--- src/common/pstage_pkg.sv ---
// Purpose: Shared constants and types for the power stage protection block.
// Assumes: A 20 MHz system clock; times are converted to cycles here.
// Notes:   Register offsets and field positions live here so the bench sees one map.
package pstage_pkg;

    // System clock in kHz keeps the cycle arithmetic in 32 bits.
    localparam int unsigned CLK_KHZ = 20_000;

    // Times as printed, in ns.
    localparam int unsigned NEG_LIMIT_NS   = 40;
    localparam int unsigned TRI_WINDOW_NS  = 50;
    localparam int unsigned STANDBY_NS     = 2_000;
    localparam int unsigned CS_WAKE_NS     = 20_000;

    // A least time rounds up; a forced-off time of 40 ns also rounds up so it is never shorter.
    localparam int unsigned NEG_LIMIT_CYC  = (NEG_LIMIT_NS * CLK_KHZ + 999_999) / 1_000_000;
    localparam int unsigned TRI_WINDOW_CYC = (TRI_WINDOW_NS * CLK_KHZ + 999_999) / 1_000_000;
    localparam int unsigned STANDBY_CYC    = (STANDBY_NS * CLK_KHZ + 999_999) / 1_000_000;
    localparam int unsigned CS_WAKE_CYC    = (CS_WAKE_NS * CLK_KHZ + 999_999) / 1_000_000;

    // Consecutive high-side over-current cycles that trip the latch.
    localparam int unsigned OC_TRIP_COUNT  = 4;

    // Register map, byte addresses on a 32-bit Avalon-MM word bus.
    localparam logic [3:0] CTRL_OFS   = 4'h0;
    localparam logic [3:0] STATUS_OFS = 4'h4;
    localparam logic [3:0] FAULT_OFS  = 4'h8;
    localparam logic [3:0] IDENT_OFS  = 4'hC;

    // Control fields.
    localparam int unsigned CTRL_ENABLE_BIT = 0;
    localparam logic [31:0] CTRL_RESET_VAL  = 32'h0000_0001;

    // Identity word; the value is arbitrary.
    localparam logic [31:0] IDENT_VAL = 32'h5A17_0001;

    // Fault cause bits in the fault register.
    localparam int unsigned FLT_OC_BIT    = 0;
    localparam int unsigned FLT_OT_BIT    = 1;
    localparam int unsigned FLT_SHORT_BIT = 2;

    // Tri-level pin decode.
    typedef enum logic [1:0] {
        LVL_LOW  = 2'b00,
        LVL_HIGH = 2'b01,
        LVL_MID  = 2'b10
    } level_t;

    typedef enum logic [2:0] {
        ST_RUN      = 3'b000,
        ST_DRAIN    = 3'b001,
        ST_OFF      = 3'b010,
        ST_STANDBY  = 3'b011
    } stage_state_t;

endpackage : pstage_pkg

--- src/logic/bus_regs.sv ---
// Purpose: Avalon-MM slave holding the control word and showing block state.
// Assumes: 32-bit data, byte addresses, one wait state on every access.
// Notes:   Unmapped reads return zero; unmapped writes are dropped.
`timescale 1ns/100ps
module bus_regs
    import pstage_pkg::*;
(
    // Clock, reset and enable
    input  wire logic        mclk_in,
    input  wire logic        rst_n_in,
    input  wire logic        ce_in,
    // Avalon-MM slave
    input  wire logic [3:0]  avs_address_in,
    input  wire logic        avs_read_in,
    input  wire logic        avs_write_in,
    input  wire logic [31:0] avs_writedata_in,
    input  wire logic [3:0]  avs_byteenable_in,
    output logic      [31:0] avs_readdata_out,
    output logic             avs_waitrequest_out,
    // Block state
    input  wire logic [7:0]  status_in,
    input  wire logic [2:0]  fault_in,
    output logic             enable_out
);
    typedef struct packed {
        logic        done;
        logic [31:0] rdata;
        logic [31:0] ctrl;
    } regs_state_t;

    regs_state_t st_reg;
    regs_state_t st_next;

    always_comb begin
        st_next       = st_reg;
        st_next.done  = 1'b0;
        // The first cycle of a request decodes; the second releases waitrequest.
        if ((avs_read_in || avs_write_in) && !st_reg.done) begin
            st_next.done  = 1'b1;
            st_next.rdata = 32'h0000_0000;
            if (avs_read_in) begin
                unique case (avs_address_in)
                    CTRL_OFS:   st_next.rdata = st_reg.ctrl;
                    STATUS_OFS: st_next.rdata = {24'h00_0000, status_in};
                    FAULT_OFS:  st_next.rdata = {29'h0000_0000, fault_in};
                    IDENT_OFS:  st_next.rdata = IDENT_VAL;
                    default:    st_next.rdata = 32'h0000_0000;
                endcase
            end
        end
        if (avs_write_in && st_reg.done && avs_address_in == CTRL_OFS
                && avs_byteenable_in[0]) begin
            st_next.ctrl[CTRL_ENABLE_BIT] = avs_writedata_in[CTRL_ENABLE_BIT];
        end
    end

    always_ff @(posedge mclk_in or negedge rst_n_in) begin
        if (!rst_n_in) begin
            st_reg <= '{done: 1'b0, rdata: 32'h0000_0000, ctrl: CTRL_RESET_VAL};
        end else if (ce_in) begin
            st_reg <= st_next;
        end
    end

    assign avs_readdata_out    = st_reg.rdata;
    assign avs_waitrequest_out = (avs_read_in || avs_write_in) && !st_reg.done;
    assign enable_out          = st_reg.ctrl[CTRL_ENABLE_BIT];
endmodule : bus_regs

--- src/logic/pin_sync.sv ---
// Purpose: Three-flop synchroniser with a settled-change qualifier.
// Assumes: Input is asynchronous to mclk_in.
// Notes:   The output only moves when flops two and three agree.
`timescale 1ns/100ps
module pin_sync #(
    parameter int unsigned WIDTH = 1
) (
    // Clock, reset and enable
    input  wire logic             mclk_in,
    input  wire logic             rst_n_in,
    input  wire logic             ce_in,
    // Data
    input  wire logic [WIDTH-1:0] async_in,
    output logic      [WIDTH-1:0] sync_out
);
    typedef struct packed {
        logic [WIDTH-1:0] s1;
        logic [WIDTH-1:0] s2;
        logic [WIDTH-1:0] s3;
        logic [WIDTH-1:0] q;
    } sync_state_t;

    sync_state_t st_reg;
    sync_state_t st_next;

    always_comb begin
        st_next    = st_reg;
        st_next.s1 = async_in;
        st_next.s2 = st_reg.s1;
        st_next.s3 = st_reg.s2;
        for (int i = 0; i < WIDTH; i++) begin
            if (st_reg.s2[i] == st_reg.s3[i]) begin
                st_next.q[i] = st_reg.s3[i];
            end
        end
    end

    always_ff @(posedge mclk_in or negedge rst_n_in) begin
        if (!rst_n_in) begin
            st_reg <= '0;
        end else if (ce_in) begin
            st_reg <= st_next;
        end
    end

    assign sync_out = st_reg.q;
endmodule : pin_sync

--- src/logic/power_stage_fault_protect.sv ---
// Purpose: Gate control, fault latching and sense-output control for a half-bridge stage.
// Assumes: Comparators for current, temperature, zero crossing and short arrive as pins.
// Notes:   Tri-level pins arrive pre-decoded as a high and a mid flag each.
//
// The register offsets and the Avalon-MM slave port were chosen for this implementation.
`timescale 1ns/100ps

module power_stage_fault_protect
    import pstage_pkg::*;
#(
    parameter int unsigned WAKE_CYCLES = CS_WAKE_CYC
) (
    // Clock, reset and enable
    input  wire logic        mclk_in,
    input  wire logic        rst_n_in,
    input  wire logic        ce_in,
    // Controller inputs, tri-level decoded
    input  wire logic        pwm_high_in,
    input  wire logic        pwm_mid_in,
    input  wire logic        mode_high_in,
    input  wire logic        mode_mid_in,
    // Analog comparator inputs
    input  wire logic        hs_overcurrent_in,
    input  wire logic        ls_negative_limit_in,
    input  wire logic        zero_current_in,
    input  wire logic        over_temp_in,
    input  wire logic        short_to_power_ground_in,
    input  wire logic        supply_good_in,
    // Avalon-MM slave
    input  wire logic [3:0]  avs_address_in,
    input  wire logic        avs_read_in,
    input  wire logic        avs_write_in,
    input  wire logic [31:0] avs_writedata_in,
    input  wire logic [3:0]  avs_byteenable_in,
    output logic      [31:0] avs_readdata_out,
    output logic             avs_waitrequest_out,
    // Stage outputs
    output logic             high_side_switch_out,
    output logic             low_side_switch_out,
    output logic             temp_fault_output_fault_out,
    output logic             temp_fault_output_temp_en_out,
    output logic             cs_enable_out,
    output logic             cs_valid_out
);
    localparam int unsigned CNT_W = 16;

    typedef struct packed {
        stage_state_t       state;
        logic [2:0]         fault;
        logic [2:0]         oc_count;
        logic               pwm_prev;
        logic               oc_seen;
        logic [CNT_W-1:0]   tri_cnt;
        logic [CNT_W-1:0]   mode_cnt;
        logic [CNT_W-1:0]   neg_cnt;
        logic [CNT_W-1:0]   wake_cnt;
        logic               enable_prev;
        logic               hs;
        logic               ls;
        logic               flt;
        logic               temp_en;
        logic               cs_en;
        logic               cs_ok;
    } top_state_t;

    top_state_t st_reg;
    top_state_t st_next;

    logic [1:0]  rst_sync_reg;
    logic        rst_n;
    logic        enable;
    logic [9:0]  pins;
    logic        pwm_h, pwm_m, mode_h, mode_m, hs_oc, ls_neg, zc, ot, shrt, vgood;

    // Saturating counter step used by the mode, tri-level and wake timers.
    function automatic logic [CNT_W-1:0] count_up(input logic [CNT_W-1:0] c);
        count_up = (c == {CNT_W{1'b1}}) ? c : c + 16'h0001;
    endfunction : count_up

    pin_sync #(.WIDTH(10)) u_sync (
        .mclk_in  (mclk_in),
        .rst_n_in (rst_n),
        .ce_in    (ce_in),
        .async_in ({pwm_high_in, pwm_mid_in, mode_high_in, mode_mid_in, hs_overcurrent_in,
                    ls_negative_limit_in, zero_current_in, over_temp_in,
                    short_to_power_ground_in, supply_good_in}),
        .sync_out (pins)
    );
    assign {pwm_h, pwm_m, mode_h, mode_m, hs_oc, ls_neg, zc, ot, shrt, vgood} = pins;

    bus_regs u_regs (
        .mclk_in             (mclk_in),
        .rst_n_in            (rst_n),
        .ce_in               (ce_in),
        .avs_address_in      (avs_address_in),
        .avs_read_in         (avs_read_in),
        .avs_write_in        (avs_write_in),
        .avs_writedata_in    (avs_writedata_in),
        .avs_byteenable_in   (avs_byteenable_in),
        .avs_readdata_out    (avs_readdata_out),
        .avs_waitrequest_out (avs_waitrequest_out),
        .status_in           ({st_reg.cs_ok, st_reg.cs_en, st_reg.flt, st_reg.ls,
                               st_reg.hs, st_reg.state}),
        .fault_in            (st_reg.fault),
        .enable_out          (enable)
    );

    // The reset synchroniser runs outside ce so release never stalls.
    always_ff @(posedge mclk_in or negedge rst_n_in) begin
        if (!rst_n_in) begin
            rst_sync_reg <= 2'b00;
        end else begin
            rst_sync_reg <= {rst_sync_reg[0], 1'b1};
        end
    end
    assign rst_n = rst_sync_reg[1];

    always_comb begin
        logic cycle_start;
        logic release_latch;
        logic mode_standby;
        logic neg_active;
        logic tri_active;
        logic diode_ls;
        st_next          = st_reg;
        cycle_start      = pwm_h && !st_reg.pwm_prev;
        release_latch    = !vgood || (enable != st_reg.enable_prev);
        st_next.pwm_prev    = pwm_h;
        st_next.enable_prev = enable;

        st_next.mode_cnt = mode_m ? count_up(st_reg.mode_cnt) : 16'h0000;
        mode_standby     = (st_reg.mode_cnt >= 16'(STANDBY_CYC));
        st_next.tri_cnt  = pwm_m ? count_up(st_reg.tri_cnt) : 16'h0000;
        tri_active       = (st_reg.tri_cnt >= 16'(TRI_WINDOW_CYC));

        if (ls_neg) begin
            st_next.neg_cnt = 16'(NEG_LIMIT_CYC);
        end else if (st_reg.neg_cnt != 16'h0000) begin
            st_next.neg_cnt = st_reg.neg_cnt - 16'h0001;
        end
        neg_active = ls_neg || (st_reg.neg_cnt != 16'h0000);

        if (hs_oc && st_reg.hs) begin
            st_next.oc_seen = 1'b1;
        end
        if (cycle_start) begin
            st_next.oc_seen  = 1'b0;
            st_next.oc_count = st_reg.oc_seen ? st_reg.oc_count + 3'd1 : 3'd0;
        end
        if (st_next.oc_count >= 3'(OC_TRIP_COUNT)) begin
            st_next.fault[FLT_OC_BIT] = 1'b1;
        end
        if (ot) begin
            st_next.fault[FLT_OT_BIT] = 1'b1;
        end
        if (shrt) begin
            st_next.fault[FLT_SHORT_BIT] = 1'b1;
        end
        // negative limit never reaches the fault bits above.

        // Diode emulation: low side conducts until zero current.
        diode_ls = !zc && !neg_active;

        unique case (st_reg.state)
            ST_RUN: begin
                if (mode_standby) begin
                    st_next.state = ST_STANDBY;
                end else if (st_next.fault != 3'b000) begin
                    st_next.state = ST_DRAIN;
                end
            end
            ST_DRAIN: begin
                if (zc) begin
                    st_next.state = ST_OFF;
                end
            end
            ST_OFF: begin
                st_next.state = ST_OFF;
            end
            ST_STANDBY: begin
                if (!mode_m) begin
                    st_next.state = (st_reg.fault != 3'b000) ? ST_OFF : ST_RUN;
                end
            end
            default: st_next.state = ST_OFF;
        endcase
        if (mode_standby) begin
            st_next.state = ST_STANDBY;
        end

        if (release_latch) begin
            st_next.fault    = 3'b000;
            st_next.oc_count = 3'd0;
            st_next.oc_seen  = 1'b0;
            if (st_reg.state != ST_STANDBY) begin
                st_next.state = ST_RUN;
            end
        end

        st_next.hs = 1'b0;
        st_next.ls = 1'b0;
        unique case (st_next.state)
            ST_RUN: begin
                if (tri_active || !mode_h) begin
                    st_next.ls = !pwm_h && diode_ls;
                    st_next.hs = pwm_h && !tri_active;
                end else begin
                    st_next.hs = pwm_h;
                    st_next.ls = !pwm_h && !neg_active;
                end
            end
            ST_DRAIN: st_next.ls = diode_ls;
            default: begin
                st_next.hs = 1'b0;
                st_next.ls = 1'b0;
            end
        endcase

        st_next.flt = (st_next.fault != 3'b000);
        st_next.cs_en = (st_next.state != ST_STANDBY);
        st_next.wake_cnt = st_next.cs_en ? count_up(st_reg.wake_cnt) : 16'h0000;
        st_next.cs_ok    = st_next.cs_en && (st_reg.wake_cnt >= 16'(WAKE_CYCLES));
        st_next.temp_en = vgood && st_next.cs_en && !st_next.flt;
    end

    always_ff @(posedge mclk_in or negedge rst_n) begin
        if (!rst_n) begin
            st_reg.state       <= ST_RUN;
            st_reg.fault       <= 3'b000;
            st_reg.oc_count    <= 3'd0;
            st_reg.pwm_prev    <= 1'b0;
            st_reg.oc_seen     <= 1'b0;
            st_reg.tri_cnt     <= 16'h0000;
            st_reg.mode_cnt    <= 16'h0000;
            st_reg.neg_cnt     <= 16'h0000;
            st_reg.wake_cnt    <= 16'h0000;
            st_reg.enable_prev <= 1'b1;
            st_reg.hs          <= 1'b0;
            st_reg.ls          <= 1'b0;
            st_reg.flt         <= 1'b0;
            st_reg.temp_en     <= 1'b0;
            st_reg.cs_en       <= 1'b0;
            st_reg.cs_ok       <= 1'b0;
        end else if (ce_in) begin
            st_reg.state       <= st_next.state;
            st_reg.fault       <= st_next.fault;
            st_reg.oc_count    <= st_next.oc_count;
            st_reg.pwm_prev    <= st_next.pwm_prev;
            st_reg.oc_seen     <= st_next.oc_seen;
            st_reg.tri_cnt     <= st_next.tri_cnt;
            st_reg.mode_cnt    <= st_next.mode_cnt;
            st_reg.neg_cnt     <= st_next.neg_cnt;
            st_reg.wake_cnt    <= st_next.wake_cnt;
            st_reg.enable_prev <= st_next.enable_prev;
            st_reg.hs          <= st_next.hs;
            st_reg.ls          <= st_next.ls;
            st_reg.flt         <= st_next.flt;
            st_reg.temp_en     <= st_next.temp_en;
            st_reg.cs_en       <= st_next.cs_en;
            st_reg.cs_ok       <= st_next.cs_ok;
        end
    end

    assign high_side_switch_out          = st_reg.hs;
    assign low_side_switch_out           = st_reg.ls;
    assign temp_fault_output_fault_out   = st_reg.flt;
    assign temp_fault_output_temp_en_out = st_reg.temp_en;
    assign cs_enable_out                 = st_reg.cs_en;
    assign cs_valid_out                  = st_reg.cs_ok;
endmodule : power_stage_fault_protect

--- config.mk ---
export PLATFORM = sky130hd
export DESIGN_NAME = power_stage_fault_protect
export DESIGN_NICKNAME = d
export VERILOG_FILES = /design/src/common/pstage_pkg.sv /design/src/logic/bus_regs.sv /design/src/logic/pin_sync.sv /design/src/logic/power_stage_fault_protect.sv
export SDC_FILE = /design/constraint.sdc
export NUM_CORES = 1
export LEC_CHECK = 0
export ABC_CLOCK_PERIOD_IN_PS = 4800
export BUFFER_PORTS_ARGS = -buffer_cell sky130_fd_sc_hd__clkbuf_2
export CORE_AREA = 2 2 110 112
export DETAILED_ROUTE_END_ITERATION = 8
export DIE_AREA = 0 0 112 114
export PLACE_DENSITY = 0.8
export SLEW_MARGIN = 20
export SYNTH_ARGS = -nofsm -noshare
export SYNTH_HDL_FRONTEND = slang
export SYNTH_SLANG_ARGS = --single-unit
--- constraint.sdc ---
create_clock -name mclk_in -period 4.8 [get_ports mclk_in]
set_input_delay 0.96 -clock mclk_in [delete_from_list [all_inputs] [get_ports mclk_in]]
set_output_delay 0.96 -clock mclk_in [all_outputs]
set_load 0.05 [all_outputs]
# Word-level counts from Yosys, hierarchy flattened
# Cells that the tools add are included.
op_classes:
  add_sub_neg: 5
  order_cmp: 4
  n_eq_ne: 25
  mux: 30
  reduce_logical: 52
op_table:
  columns: ["op", "count"]
  rows:
  - ["16-bit two-way mux", 8]
  - ["31-bit one-hot mux with 4 select lines", 1]
  - ["16-bit by 1-bit adder with 16-bit output, second input constant", 3]
  - ["16-bit equality test, second input constant", 3]
  - ["2-bit AND reduction", 17]
  - ["33-bit two-way mux", 1]
  - ["32-bit two-way mux", 1]
  - ["3-bit two-way mux", 7]
  - ["16-bit by 1-bit greater-or-equal comparator with 1-bit output, second input constant", 1]
  - ["16-bit by 6-bit greater-or-equal comparator with 1-bit output, second input constant", 1]
  - ["16-bit by 9-bit greater-or-equal comparator with 1-bit output, second input constant", 1]
  - ["16-bit nonzero test", 1]
  - ["16-bit by 1-bit subtractor with 16-bit output, second input constant", 1]
  - ["1-bit logical AND", 13]
  - ["3-bit nonzero test", 4]
  - ["1-bit equality test", 10]
  - ["1-bit zero test", 9]
  - ["9-bit two-way mux", 1]
  - ["3-bit one-hot mux with 3 select lines", 1]
  - ["4-bit equality test, second input constant", 2]
  - ["1-bit two-way mux", 7]
  - ["3-bit by 1-bit equality test with 1-bit output, second input constant", 2]
  - ["3-bit zero test", 2]
  - ["2-bit inequality test, second input constant", 3]
  - ["11 further kinds", 16]
totals:
  regBits: 158
  output_inout_bits: 39
  word_cells: 149

# Longest topological paths before layout
# Gate-level depths: netlist of run 1.
depth:
  ltp_word: 14
  ltp_mapped: 9
  mapped_depth_nobuf: 9

# Cells and area by module
# From an unflattened synthesis of run 1, not the netlist that was laid out.
unflattened:
  hier_cells: 679
  hier_area_um2: 6820.3
modules_own_cells:
  columns: ["module", "n_inst", "cells_per_inst", "area_per_inst_um2", "seq_area_each_um2"]
  rows:
  - ["power_stage_fault_protect", 1, 473, 4337.9, 2103.3]
  - ["pin_sync", 1, 120, 1704.1, 1001.0]
  - ["bus_regs", 1, 86, 778.2, 276.5]

# Least setup slack after synthesis of run 1
# Ideal clock, no wire load.
synth_path:
  path_type: "input port to output port"
  start: "input avs_read_in"
  end: "output avs_waitrequest_out"
  arrival_ns: 1.662
  path_slack_ns: 2.178
  path_stages: 2
  path_buffers: 0
  cell_sequence: "nor2_1 -> nor2_1"
synth_between:
  elab_chain_cells: 2
synth_rtl:
  columns: ["element", "line_no", "rtl"]
  rows:
  - ["start: declaration", "power_stage_fault_protect.sv:31", "input wire logic avs_read_in,"]
  - ["1-bit logical OR", "bus_regs.sv:66", "assign avs_waitrequest_out = (avs_read_in || avs_write_in) && !st_reg.done;"]
  - ["1-bit logical AND", "bus_regs.sv:66", null]
  - ["end: declaration", "power_stage_fault_protect.sv:36", "output logic avs_waitrequest_out,"]
# Every way passes these cells.

# Worst setup path after layout of run 1
layout_path:
  start: "input ce_in"
  end: "register st_reg[37] in the netlist's numbering"
layout_between:
  elab_chain_cells: 1
layout_rtl:
  columns: ["element", "line_no", "rtl"]
  rows:
  - ["start: declaration", "power_stage_fault_protect.sv:16", "input wire logic ce_in,"]
  - ["2-bit AND reduction (no line)", null, null]
  - ["end: declaration", "power_stage_fault_protect.sv:66", "top_state_t st_reg;"]
# Every way passes these cells.
# A chain may end at the register's enable or synchronous reset.

==> metrics.txt, run 1 <==
crit end category=register; Sum Neg Setup Slack=0 ns; via count of the first global-routing pass=4,933; post-CTS clock slew at the launch and capture registers of the worst setup and hold paths=0.05 ns; number of synthesized flops with an enable pin=0; post-CTS setup repair buffer count=0; Worst Tran Pin Value=0.9879 ns; net switching power=1.190 mW; sequential group share of total power=0.444; number of standard cells after synthesis=676; layout overhead on the synthesized area=10.30%; class of the tightest hold or removal check=register to asynchronous set/reset pin; wire length of the first global-routing pass=22,600 µm; number of instances resized during post-cts repair=0; Worst EP required=5.09 ns; number of placed instances with taps included=832; wire length reported by the detailed router=13,040 µm; Clock Tree Buf Depth=2; Num Clock Sinks=135; Internal=2.366 mW; CP cell instances=buf_2, inv_2, or2_4, a311oi_2, nand2_2, nor4_4, xnor2_1, nor2_1; y dimension of the die=114 µm; mean routed wirelength per cell=15.15 µm; WP depth=8; cell leakage power=3.310 nW; CTS tree=built; met1 track demand over resource=0.2756; final design utilization=0.6249; IO buf count=43; Critical Path Start=ce_in; number of clock buffers inserted by TritonCTS=17; Initial Util=0.5666; total buffers and inverters traversed by the critical path=2; GR Util All Layers=0.2205; worst reg-to-reg path cell count=7; met3 usage=0.07014; RSZ-0062 raised after global routing=false; clk_lat worst skew=0.42 ns; proportion of layout cells with a drive suffix above 1=0.1359; global routing usage on met2=0.3568; cell at the root of the clock tree=clkbuf_16; synthesis warning total=0; number of nets in the layout=768; critical path start-end classification=primary input to register; cts-stage hold buffer count=0; grt peak-use layer=met2; Comb pwr share=0.227; number of vias per cell=5.812; number of flip-flops under the largest register name=76; netlist area before placement=6635 µm²; outcome=finished clean; Setup Viol. Count Final=0; fraction of the yosys area taken by sequential cells=0.5095; starting DRC count in detailed routing=380; switch share=0.3346; Netlist cell types=61; maximum achievable frequency=345.1 MHz; main flop type after synthesis=dfrtp_1; post-route ant nets=0; Largest delay share family, worst path=buffers and inverters; power per unit of standard cell area=486.0 nW/µm²; worst max-slew margin expressed relative to the limit=0.3390; average instance area after synthesis=9.815 µm²; Die Footprint=12,770 µm²; Final Total Pwr=3.556 mW; post-route non-filler standard cell count=861; RR Startpoint=st_reg[50]; Clk network pwr share=0.329; WP data arrival=3.19 ns; Max Cap Violations=0; initial antenna violation count=0; peak per-stage delay on the critical path=0.55 ns; Post-Route Skew=0.006091 ns; final worst path period share=0.6038; DP HPWL=8826 µm; Die X=112 µm; count of pins over their slew limit=0; sum of overflow across all layers after global routing=0; drc violations=0; largest net degree at the start of global routing=54; I/O pin cnt=94; asr flop ratio synth=1.000; CP startpoint kind=primary input; final weighted congestion of routability-driven global placement=0.8532; Antenna Cells=0; Min Clock Period, post-route=2.898 ns; Peak supply drop=0.3240 mV; worst hold slack across all endpoints=0.2573 ns; count of TritonRoute iterations in the first routing pass=5; CP max stage cell=buf_2; Hold Violations, Final=0; row count=40; Max H-tree Level=4; Core Area=11,710 µm²; biggest fanout along the worst timing path=33; post-synthesis register bit count=135; number of vias after detailed routing=5,004
## layout by cell type (no fill, tap or decap), types with 3 or more instances in the layout
cell type  instances
nand4_1           18
nor3_1            11
a21oi_1           39
mux2_1            16
nor2_1            53
nor4_1            10
nor2b_1            6
buf_4              4
clkbuf_1           5
xnor2_1           10
clkbuf_16         17
clkbuf_2          42
conb_1            17
o21ai_0           33
dfrtp_1          132
inv_1             29
a22o_1             7
nand2_1           61
ha_1               9
o31ai_1           14
clkinv_2           4
nand2b_1           8
or3_1             17
and3_1             8
or4_1              4
o41ai_1            3
and2_1             7
and4_1             4
nand3_1           22
xor2_1            18
mux2_2             9
o21ai_1           34
## cells by family after synthesis
kind of cell | after synthesis | synth area share
adder cells (fa/ha/maj) | 9 | 0.01697
XOR/XNOR | 28 | 0.03696
AO/OA/AOI/OAI | 149 | 0.1363
AND/OR/NAND/NOR | 242 | 0.1876
flip-flops | 135 | 0.5095
other | 2 | 0.001132
buffers and inverters | 85 | 0.06751
multiplexers | 26 | 0.04394
## cells in the mapped netlist (3+ instances only)
library cell	number	area (µm²)
dfrtp_1	133	3328
nand2_1	61	229.0
nor2_1	53	198.9
a21oi_1	39	195.2
buf_4	34	255.2
o21ai_1	34	170.2
o21ai_0	33	165.2
inv_1	29	108.9
nand3_1	22	110.1
nand4_1	18	112.6
xor2_1	18	157.7
or3_1	17	106.4
clkbuf_1	16	60.06
mux2_1	16	180.2
o31ai_1	14	105.1
nor3_1	11	55.05
nor4_1	10	62.56
xnor2_1	10	87.58
ha_1	9	112.6
mux2_2	9	101.4
and3_1	8	50.05
nand2b_1	8	50.05
a22o_1	7	61.31
and2_1	7	43.79
nor2b_1	6	37.54
and4_1	4	35.03
or4_1	4	30.03
o41ai_1	3	26.28
## power groups by stage
stage          sequential, mW  combinational, mW  clock [mW]
6_report                 1.58              0.808        1.17
5_1_grt                  1.61              0.900        1.24
4_1_cts                  1.57              0.816        1.19
3_5_place_dp             1.59              0.804           0
3_3_place_gp             1.57              0.760           0
2_1_floorplan            1.57              0.620           0
## worst reg2reg max path: cells and delay by family, from the launching register on
kind,cells,cell delay (ns)
AO/OA/AOI/OAI,5,1.80
flip-flops,1,0.42
AND/OR/NAND/NOR,2,0.48
## path summary, 6_finish.rpt
path,end,slack [ns]
worst min-delay path,u_sync.st_next[22],0.26
worst max register to register,st_reg[11],2.02
max in group asynchronous,st_reg[71],3.52
worst min register to register,u_sync.st_next[22],0.26
min in group mclk_in,rst_sync_reg[1],0.35
worst max-delay path,st_reg[37],1.90
## layout make-up
type / count / area, µm²
Clock inverter: 5 / 50.05
Sequential cell: 135 / 3385
Inverter: 32 / 120.1
Clock buffer: 24 / 471.7
Timing Repair Buffer: 47 / 245.2
Tap cell: 147 / 183.9
Multi-Input combinational cell: 471 / 2863
Fill cell: 962 / 4393
## per-stage QoR
stage          worst slack, ns  instance area (µm²)
6_report                 1.902                 7318
5_1_grt                  1.623                 7318
4_1_cts                  1.874                 7318
3_5_place_dp             1.473                 6797
3_3_place_gp             1.501                 6797
2_1_floorplan           0.7637                 6691
## layer usage
layer	up-vias	wire, µm	share of wire
met5	-	0	0
met4	0	250	0.019
met3	18	590	0.045
met2	118	6429	0.49
met1	2466	5774	0.44
li1	2402	-	-
Note: power is estimated with default switching activity, not from simulation.
==> run 2, diff against run 1 <==
--- a/config.mk
+++ b/config.mk
@@ -5,12 +5,12 @@
 export SDC_FILE = /design/constraint.sdc
 export NUM_CORES = 1
 export LEC_CHECK = 0
-export ABC_CLOCK_PERIOD_IN_PS = 4800
+export ABC_CLOCK_PERIOD_IN_PS = 2500
 export BUFFER_PORTS_ARGS = -buffer_cell sky130_fd_sc_hd__clkbuf_2
-export CORE_AREA = 2 2 110 112
+export CORE_AREA = 2 2 116 118
 export DETAILED_ROUTE_END_ITERATION = 8
-export DIE_AREA = 0 0 112 114
-export PLACE_DENSITY = 0.8
+export DIE_AREA = 0 0 118 120
+export PLACE_DENSITY = 0.76
 export SLEW_MARGIN = 20
 export SYNTH_ARGS = -nofsm -noshare
 export SYNTH_HDL_FRONTEND = slang
==> constraint.sdc (replaced) <==
create_clock -name mclk_in -period 2.5 [get_ports mclk_in]
set_input_delay 0.5 -clock mclk_in [delete_from_list [all_inputs] [get_ports mclk_in]]
set_output_delay 0.5 -clock mclk_in [all_outputs]
set_load 0.05 [all_outputs]
==> metrics.txt, run 2 (same netlist as run 1, synthesis figures left out) <==
drc violations=0 (unchanged); count of TritonRoute iterations in the first routing pass=5 (unchanged); final setup margin=0.07371 ns (-1.828 ns); Sum Neg Setup Slack=0 ns (unchanged); wire length of the first global-routing pass=22,200 µm (-1.8%); Post-Route Skew=0.005434 ns (-0.0006562 ns); Hold Violations, Final=0 (unchanged); post-CTS clock slew at the launch and capture registers of the worst setup and hold paths=0.05 ns (about the same); number of nets in the layout=778 (+1.3%); row count=42 (+5.0%); reg-to-reg setup timing slack=0.07 ns (-1.95 ns); post-route ant nets=0 (unchanged); maximum achievable frequency=412.2 MHz; cell leakage power=3.373 nW (+1.9%); DP HPWL=8724 µm (-1.2%); wire length reported by the detailed router=12,820 µm (-1.7%); IO buf count=43 (unchanged); WP data arrival=2.77 ns (-0.42 ns); Max Cap Violations=0 (unchanged); most frequent standard cell in the layout excluding fill and tap cells=dfrtp_1; Num Clock Sinks=135 (unchanged); layout overhead on the synthesized area=12.99%; via count of the first global-routing pass=4,792 (-2.9%); Clock Tree Buf Depth=2 (unchanged); final worst path period share=0.9705; Min Clock Period, post-route=2.426 ns; min-delay src=mode_high_in; Worst EP required=2.84 ns (-2.25 ns); number of fill cells in the layout=1,084 (+13%); worst max-slew margin expressed relative to the limit=0.5393 (+0.2003); clk_lat worst skew=0.42 ns (about the same); Peak supply drop=0.5345 mV (+65%); Setup Viol. Count Final=0 (unchanged); biggest fanout along the worst timing path=26 (-21%); count of pins over their slew limit=0 (unchanged); crit end category=register; Initial Util=0.5112 (-0.05538); number of vias after detailed routing=4,965 (-0.78%); starting DRC count in detailed routing=397 (+4.5%); Die X=118 µm (+5.4%); number of flip-flops under the largest register name=76 (unchanged); cell at the root of the clock tree=clkbuf_16; CP startpoint kind=register; Worst Tran Pin Value=0.6911 ns (-0.2967 ns); Max H-tree Level=4 (unchanged); initial antenna violation count=0 (unchanged); critical path start-end classification=register to register; RR Startpoint=u_regs.enable_out; Core Area=12,980 µm² (+11%); y dimension of the die=120 µm (+5.3%); Antenna Cells=0 (unchanged); hold path depth=2; GR Util All Layers=0.1947 (-0.02581); outcome=finished clean; worst reg-to-reg path cell count=7 (unchanged); power per unit of standard cell area=924.1 nW/µm² (+90%); final weighted congestion of routability-driven global placement=0.8425 (-1.3%); mean routed wirelength per cell=14.28 µm (-5.8%); sum of overflow across all layers after global routing=0 (unchanged); number of vias per cell=5.529 (-4.9%); Worst Hold End=u_sync.st_next[27]; Crit Reg-Reg Endpoint=st_reg[20]; worst slack after detailed placement=-0.08788 ns (-1.561 ns); class of the tightest hold or removal check=primary input to register; most frequent cells in the layout=dfrtp_1, nand2_1, nor2_1, clkbuf_2, a21oi_1; number of clock buffers inserted by TritonCTS=17 (unchanged); RSZ-0062 raised after global routing=true; I/O pin cnt=94 (unchanged); largest net degree at the start of global routing=134 (+150%); CTS tree=built; Die Footprint=14,160 µm² (+11%); proportion of layout cells with a drive suffix above 1=0.1524 (+0.01650)
[run 2: worst max-delay path by stage]
stage                           start             to  slack [ns]  depth (start not counted)
global placement           st_reg[73]     st_reg[18]        0.01                          8
CTS                        st_reg[50]     st_reg[12]        0.08                          8
global route               st_reg[50]     st_reg[18]       -0.04                          8
detailed placement         st_reg[73]     st_reg[18]       -0.09                          8
floorplan             rst_sync_reg[1]  cs_enable_out        0.26                          0
finish              u_regs.enable_out     st_reg[20]        0.07                          7
[run 2: through the flow]
stage               total power, mW  instances  cell area (µm²)  hold slack (ns)  utilization
CTS                           6.959        898             7468           0.2840       0.5754
finish                        6.928        898             7497           0.2960       0.5776
floorplan                     4.204        691             6693           0.2044            -
global placement              4.523        870             6925           0.2852       0.5335
global route                  7.347        898             7497           0.2954       0.5776
detailed placement            4.630        870             6925           0.2877       0.5335
[run 2: where the power goes]
group	total (mW)	switching, mW	internal [mW]
registers	3.01	0.438	2.57
logic	1.63	1.01	0.619
clock network	2.29	0.840	1.45
[run 2: area by class of cell]
class | count | area, µm² | share of cell area
clock buffers | 21 | 450.4 | 0.06008
clock inverters | 6 | 80.08 | 0.01068
inverters | 32 | 120.1 | 0.01602
multi-input cells | 471 | 2894 | 0.3860
flip-flops and latches | 135 | 3385 | 0.4514
well taps | 176 | 220.2 | 0.02937
repair buffers | 57 | 347.8 | 0.04640
[run 2: timing repair]
item | 4_1_cts | 5_1_grt
setup buffers | 0 | 0
hold buffers | 1 | 0
endpoints found under the setup margin | 8 | 20
resized for setup | 1 | 5
endpoints found under the hold margin | 2 | 0
[run 2: critical path: stages (launching register included)]
cell and delay (ns):
dfstp_2 0.55, xnor2_1 0.21, a21oi_1 0.17, a21oi_1 0.43
a21oi_2 0.15, buf_12 0.18, or4_1 0.49, a21oi_1 0.16
[run 2: per-layer routing]
metal  track usage  vias up  wire length, µm
li1              -     2405                -
met1        0.2537     2401             5945
met2        0.3089      142             6058
met3       0.05894       17              621
met4       0.07154        0              193
met5             0        -                0
==> run 3, diff against run 2 <==
--- a/config.mk
+++ b/config.mk
@@ -7,11 +7,12 @@
 export LEC_CHECK = 0
 export ABC_CLOCK_PERIOD_IN_PS = 2500
 export BUFFER_PORTS_ARGS = -buffer_cell sky130_fd_sc_hd__clkbuf_2
-export CORE_AREA = 2 2 116 118
+export CORE_AREA = 2 2 118 120
 export DETAILED_ROUTE_END_ITERATION = 8
-export DIE_AREA = 0 0 118 120
-export PLACE_DENSITY = 0.76
+export DIE_AREA = 0 0 120 122
+export PLACE_DENSITY = 0.75
 export SLEW_MARGIN = 20
 export SYNTH_ARGS = -nofsm -noshare
 export SYNTH_HDL_FRONTEND = slang
+export SYNTH_HIERARCHICAL = 1
 export SYNTH_SLANG_ARGS = --single-unit
==> metrics.txt, run 3 <==
asr flop ratio synth=1.000 (unchanged); wire length reported by the detailed router=13,670 µm (+6.6%); crit end category=register; peak per-stage delay on the critical path=0.54 ns (about the same); Post-Route Skew=0.005300 ns (-0.0001344 ns); RSZ-0062 raised after global routing=true; cell leakage power=3.513 nW (+4.1%); initial antenna violation count=0 (unchanged); y dimension of the die=122 µm (+1.7%); starting DRC count in detailed routing=385 (-3.0%); maximum achievable frequency=398.8 MHz (-3.2%); netlist area before placement=6820 µm² (+2.8%); post-route ant nets=0 (unchanged); drc violations=0 (unchanged); cell types with the largest area share after synthesis=dfrtp_1, mux2_2, buf_4, o21ai_0, nand2_1; number of nets in the layout=781 (+0.39%); Antenna Cells=0 (unchanged); outcome=finished with violations; CP startpoint kind=register; Netlist cell types=55 (-9.8%); DP HPWL=9181 µm (+5.2%); class of the tightest hold or removal check=primary input to register; total buffers and inverters traversed by the critical path=0 (-1); most frequent cells in the layout=dfrtp_1, nand2_1, nor2_1, o21ai_0, clkbuf_2; Clock Tree Buf Depth=2 (unchanged); cell at the root of the clock tree=clkbuf_16; largest net degree at the start of global routing=96 (-28%); power per unit of standard cell area=985.5 nW/µm² (+6.6%); most frequently used cell type in the post-synthesis netlist=dfrtp_1; average instance area after synthesis=10.04 µm² (+2.3%); Die Footprint=14,640 µm² (+3.4%); Initial Util=0.5050 (-0.006132); CP max stage cell=or4_4; Worst EP required=2.79 ns (-0.05 ns); row count=43 (+2.4%); number of placed instances with taps included=875 (+0.57%); number of flip-flops under the largest register name=76 (unchanged); post-synthesis register bit count=135 (unchanged); mean routed wirelength per cell=15.04 µm (+5.3%); CTS tree=built; Min Clock Period, post-route=2.508 ns (+0.08150 ns); hold path depth=2 (unchanged); IO buf count=43 (unchanged); area share of the leading cell type in the synthesized netlist=0.4880 (-0.01362); final weighted congestion of routability-driven global placement=0.8945 (+6.2%); GR Util All Layers=0.2025 (+0.007847); area leader, netlist=dfrtp_1; worst max-slew margin expressed relative to the limit=0.5509 (+0.01162); number of vias per cell=5.660 (+2.4%); main flop type after synthesis=dfrtp_1; Die X=120 µm (+1.7%); worst reg-to-reg path cell count=7 (unchanged); wire length of the first global-routing pass=23,620 µm (+6.4%); Hold Violations, Final=0 (unchanged); WP depth=7 (unchanged); clk_lat worst skew=0.42 ns (about the same); Num Clock Sinks=135 (unchanged); Max H-tree Level=4 (unchanged); area of the multi-input gates=3040 µm² (+5.1%); layout overhead on the synthesized area=14.58%; synthesis warning total=6 (+6); sum of overflow across all layers after global routing=0 (unchanged); Setup Viol. Count Final=3 (+3); final setup margin=-0.007783 ns (-0.08150 ns); worst hold slack across all endpoints=0.3072 ns (+0.01125 ns); Sum Neg Setup Slack=-0.01234 ns (-0.01234 ns); Largest delay share family, worst path=simple AND/OR/NAND/NOR gates; WP data arrival=2.80 ns (+0.03 ns); most frequent standard cell in the layout excluding fill and tap cells=dfrtp_1; number of vias after detailed routing=5,145 (+3.6%); Peak supply drop=0.5257 mV (-1.6%); number of synthesized flops with an enable pin=0 (unchanged); proportion of layout cells with a drive suffix above 1=0.2058 (+0.05341); Max Cap Violations=0 (unchanged); CP cell instances=or4_4, or4_4, or4_4, o21ai_4, nor3_1, xnor2_1, nor2_1; post-route non-filler standard cell count=909 (+1.2%); number of clock buffers inserted by TritonCTS=17 (unchanged); critical path start-end classification=register to register; final worst path period share=1.003 (+0.03260); fraction of the yosys area taken by sequential cells=0.4957 (-0.01383); final design utilization=0.5787 (+0.001110); count of TritonRoute iterations in the first routing pass=4 (-1); number of standard cells after synthesis=679 (+0.44%); Worst Tran Pin Value=0.6712 ns (-0.01991 ns); post-CTS clock slew at the launch and capture registers of the worst setup and hold paths=0.06 ns (about the same); most used standard cells in the synthesized netlist=dfrtp_1, nand2_1, nor2_1; number of fill cells in the layout=1,126 (+3.9%); combined flip-flop and latch cell area=3385 µm² (unchanged); cell type with the highest occurrence count on the critical path=or4_4; Core Area=13,500 µm² (+4.0%); violations in the final reports=negative setup slack; biggest fanout along the worst timing path=5 (-81%); I/O pin cnt=94 (unchanged); count of pins over their slew limit=0 (unchanged); worst slack after detailed placement=-0.05831 ns (+0.02957 ns); via count of the first global-routing pass=5,079 (+6.0%)
-- run 3: metal layers --
layer  wire length [µm]  vias up  global-route usage  share of wire
met5                  0        -                   0              0
met4                235        0             0.07353          0.017
met3                695       25             0.05899          0.051
met2               6576      143              0.3281           0.48
met1               6161     2540              0.2596           0.45
li1                   -     2437                   -              -
-- run 3: kinds of logic (layout without fill, tap and decap cells) --
logic type               Yosys count  count (layout)  share of synthesized area
buffers and inverters             85             119                    0.07668
other                              2              17                   0.001101
adder cells (fa/ha/maj)            9               9                    0.01651
XOR/XNOR                          28              28                    0.03596
AND/OR/NAND/NOR                  243             243                     0.1862
multiplexers                      34              34                    0.05595
AO/OA/AOI/OAI                    143             144                     0.1319
flip-flops                       135             135                     0.4957
-- run 3: report_power, final --
group	switching, mW	internal, mW
clock network	0.928	1.78
logic	1.08	0.886
registers	0.440	2.59
total	2.45	5.26
-- run 3: timing repair --
action	4_1_cts	5_1_grt
resized for setup	2	10
cloned	1	0
pin swaps	1	2
hold buffers	1	0
setup buffers	0	1
setup endpoints to repair	5	27
hold endpoints to repair	2	0
-- run 3: through the flow --
step,power (mW),area [µm²]
3_5_place_dp,4.892,7088
2_1_floorplan,4.382,6883
4_1_cts,7.662,7762
3_3_place_gp,4.756,7088
6_report,7.702,7815
5_1_grt,8.136,7815
-- run 3: area by class of cell --
cell class	count	area share
clock buffers	18	0.05620
multi-input cells	475	0.3890
repair buffers	68	0.05716
inverters	20	0.009606
flip-flops and latches	135	0.4331
clock inverters	13	0.02610
well taps	180	0.02882
-- run 3: path summary, 6_finish.rpt --
kind                            startpoint  slack, ns            endpoint
setup / recovery                st_reg[27]     -0.008          st_reg[32]
hold / removal                mode_high_in       0.31  u_sync/st_next[27]
setup reg to reg                st_reg[27]     -0.008          st_reg[32]
hold reg to reg            rst_sync_reg[0]       0.35     rst_sync_reg[1]
max in group asynchronous  rst_sync_reg[1]       1.40   u_regs/enable_out
min in group asynchronous  rst_sync_reg[1]       0.36  u_sync/st_next[14]
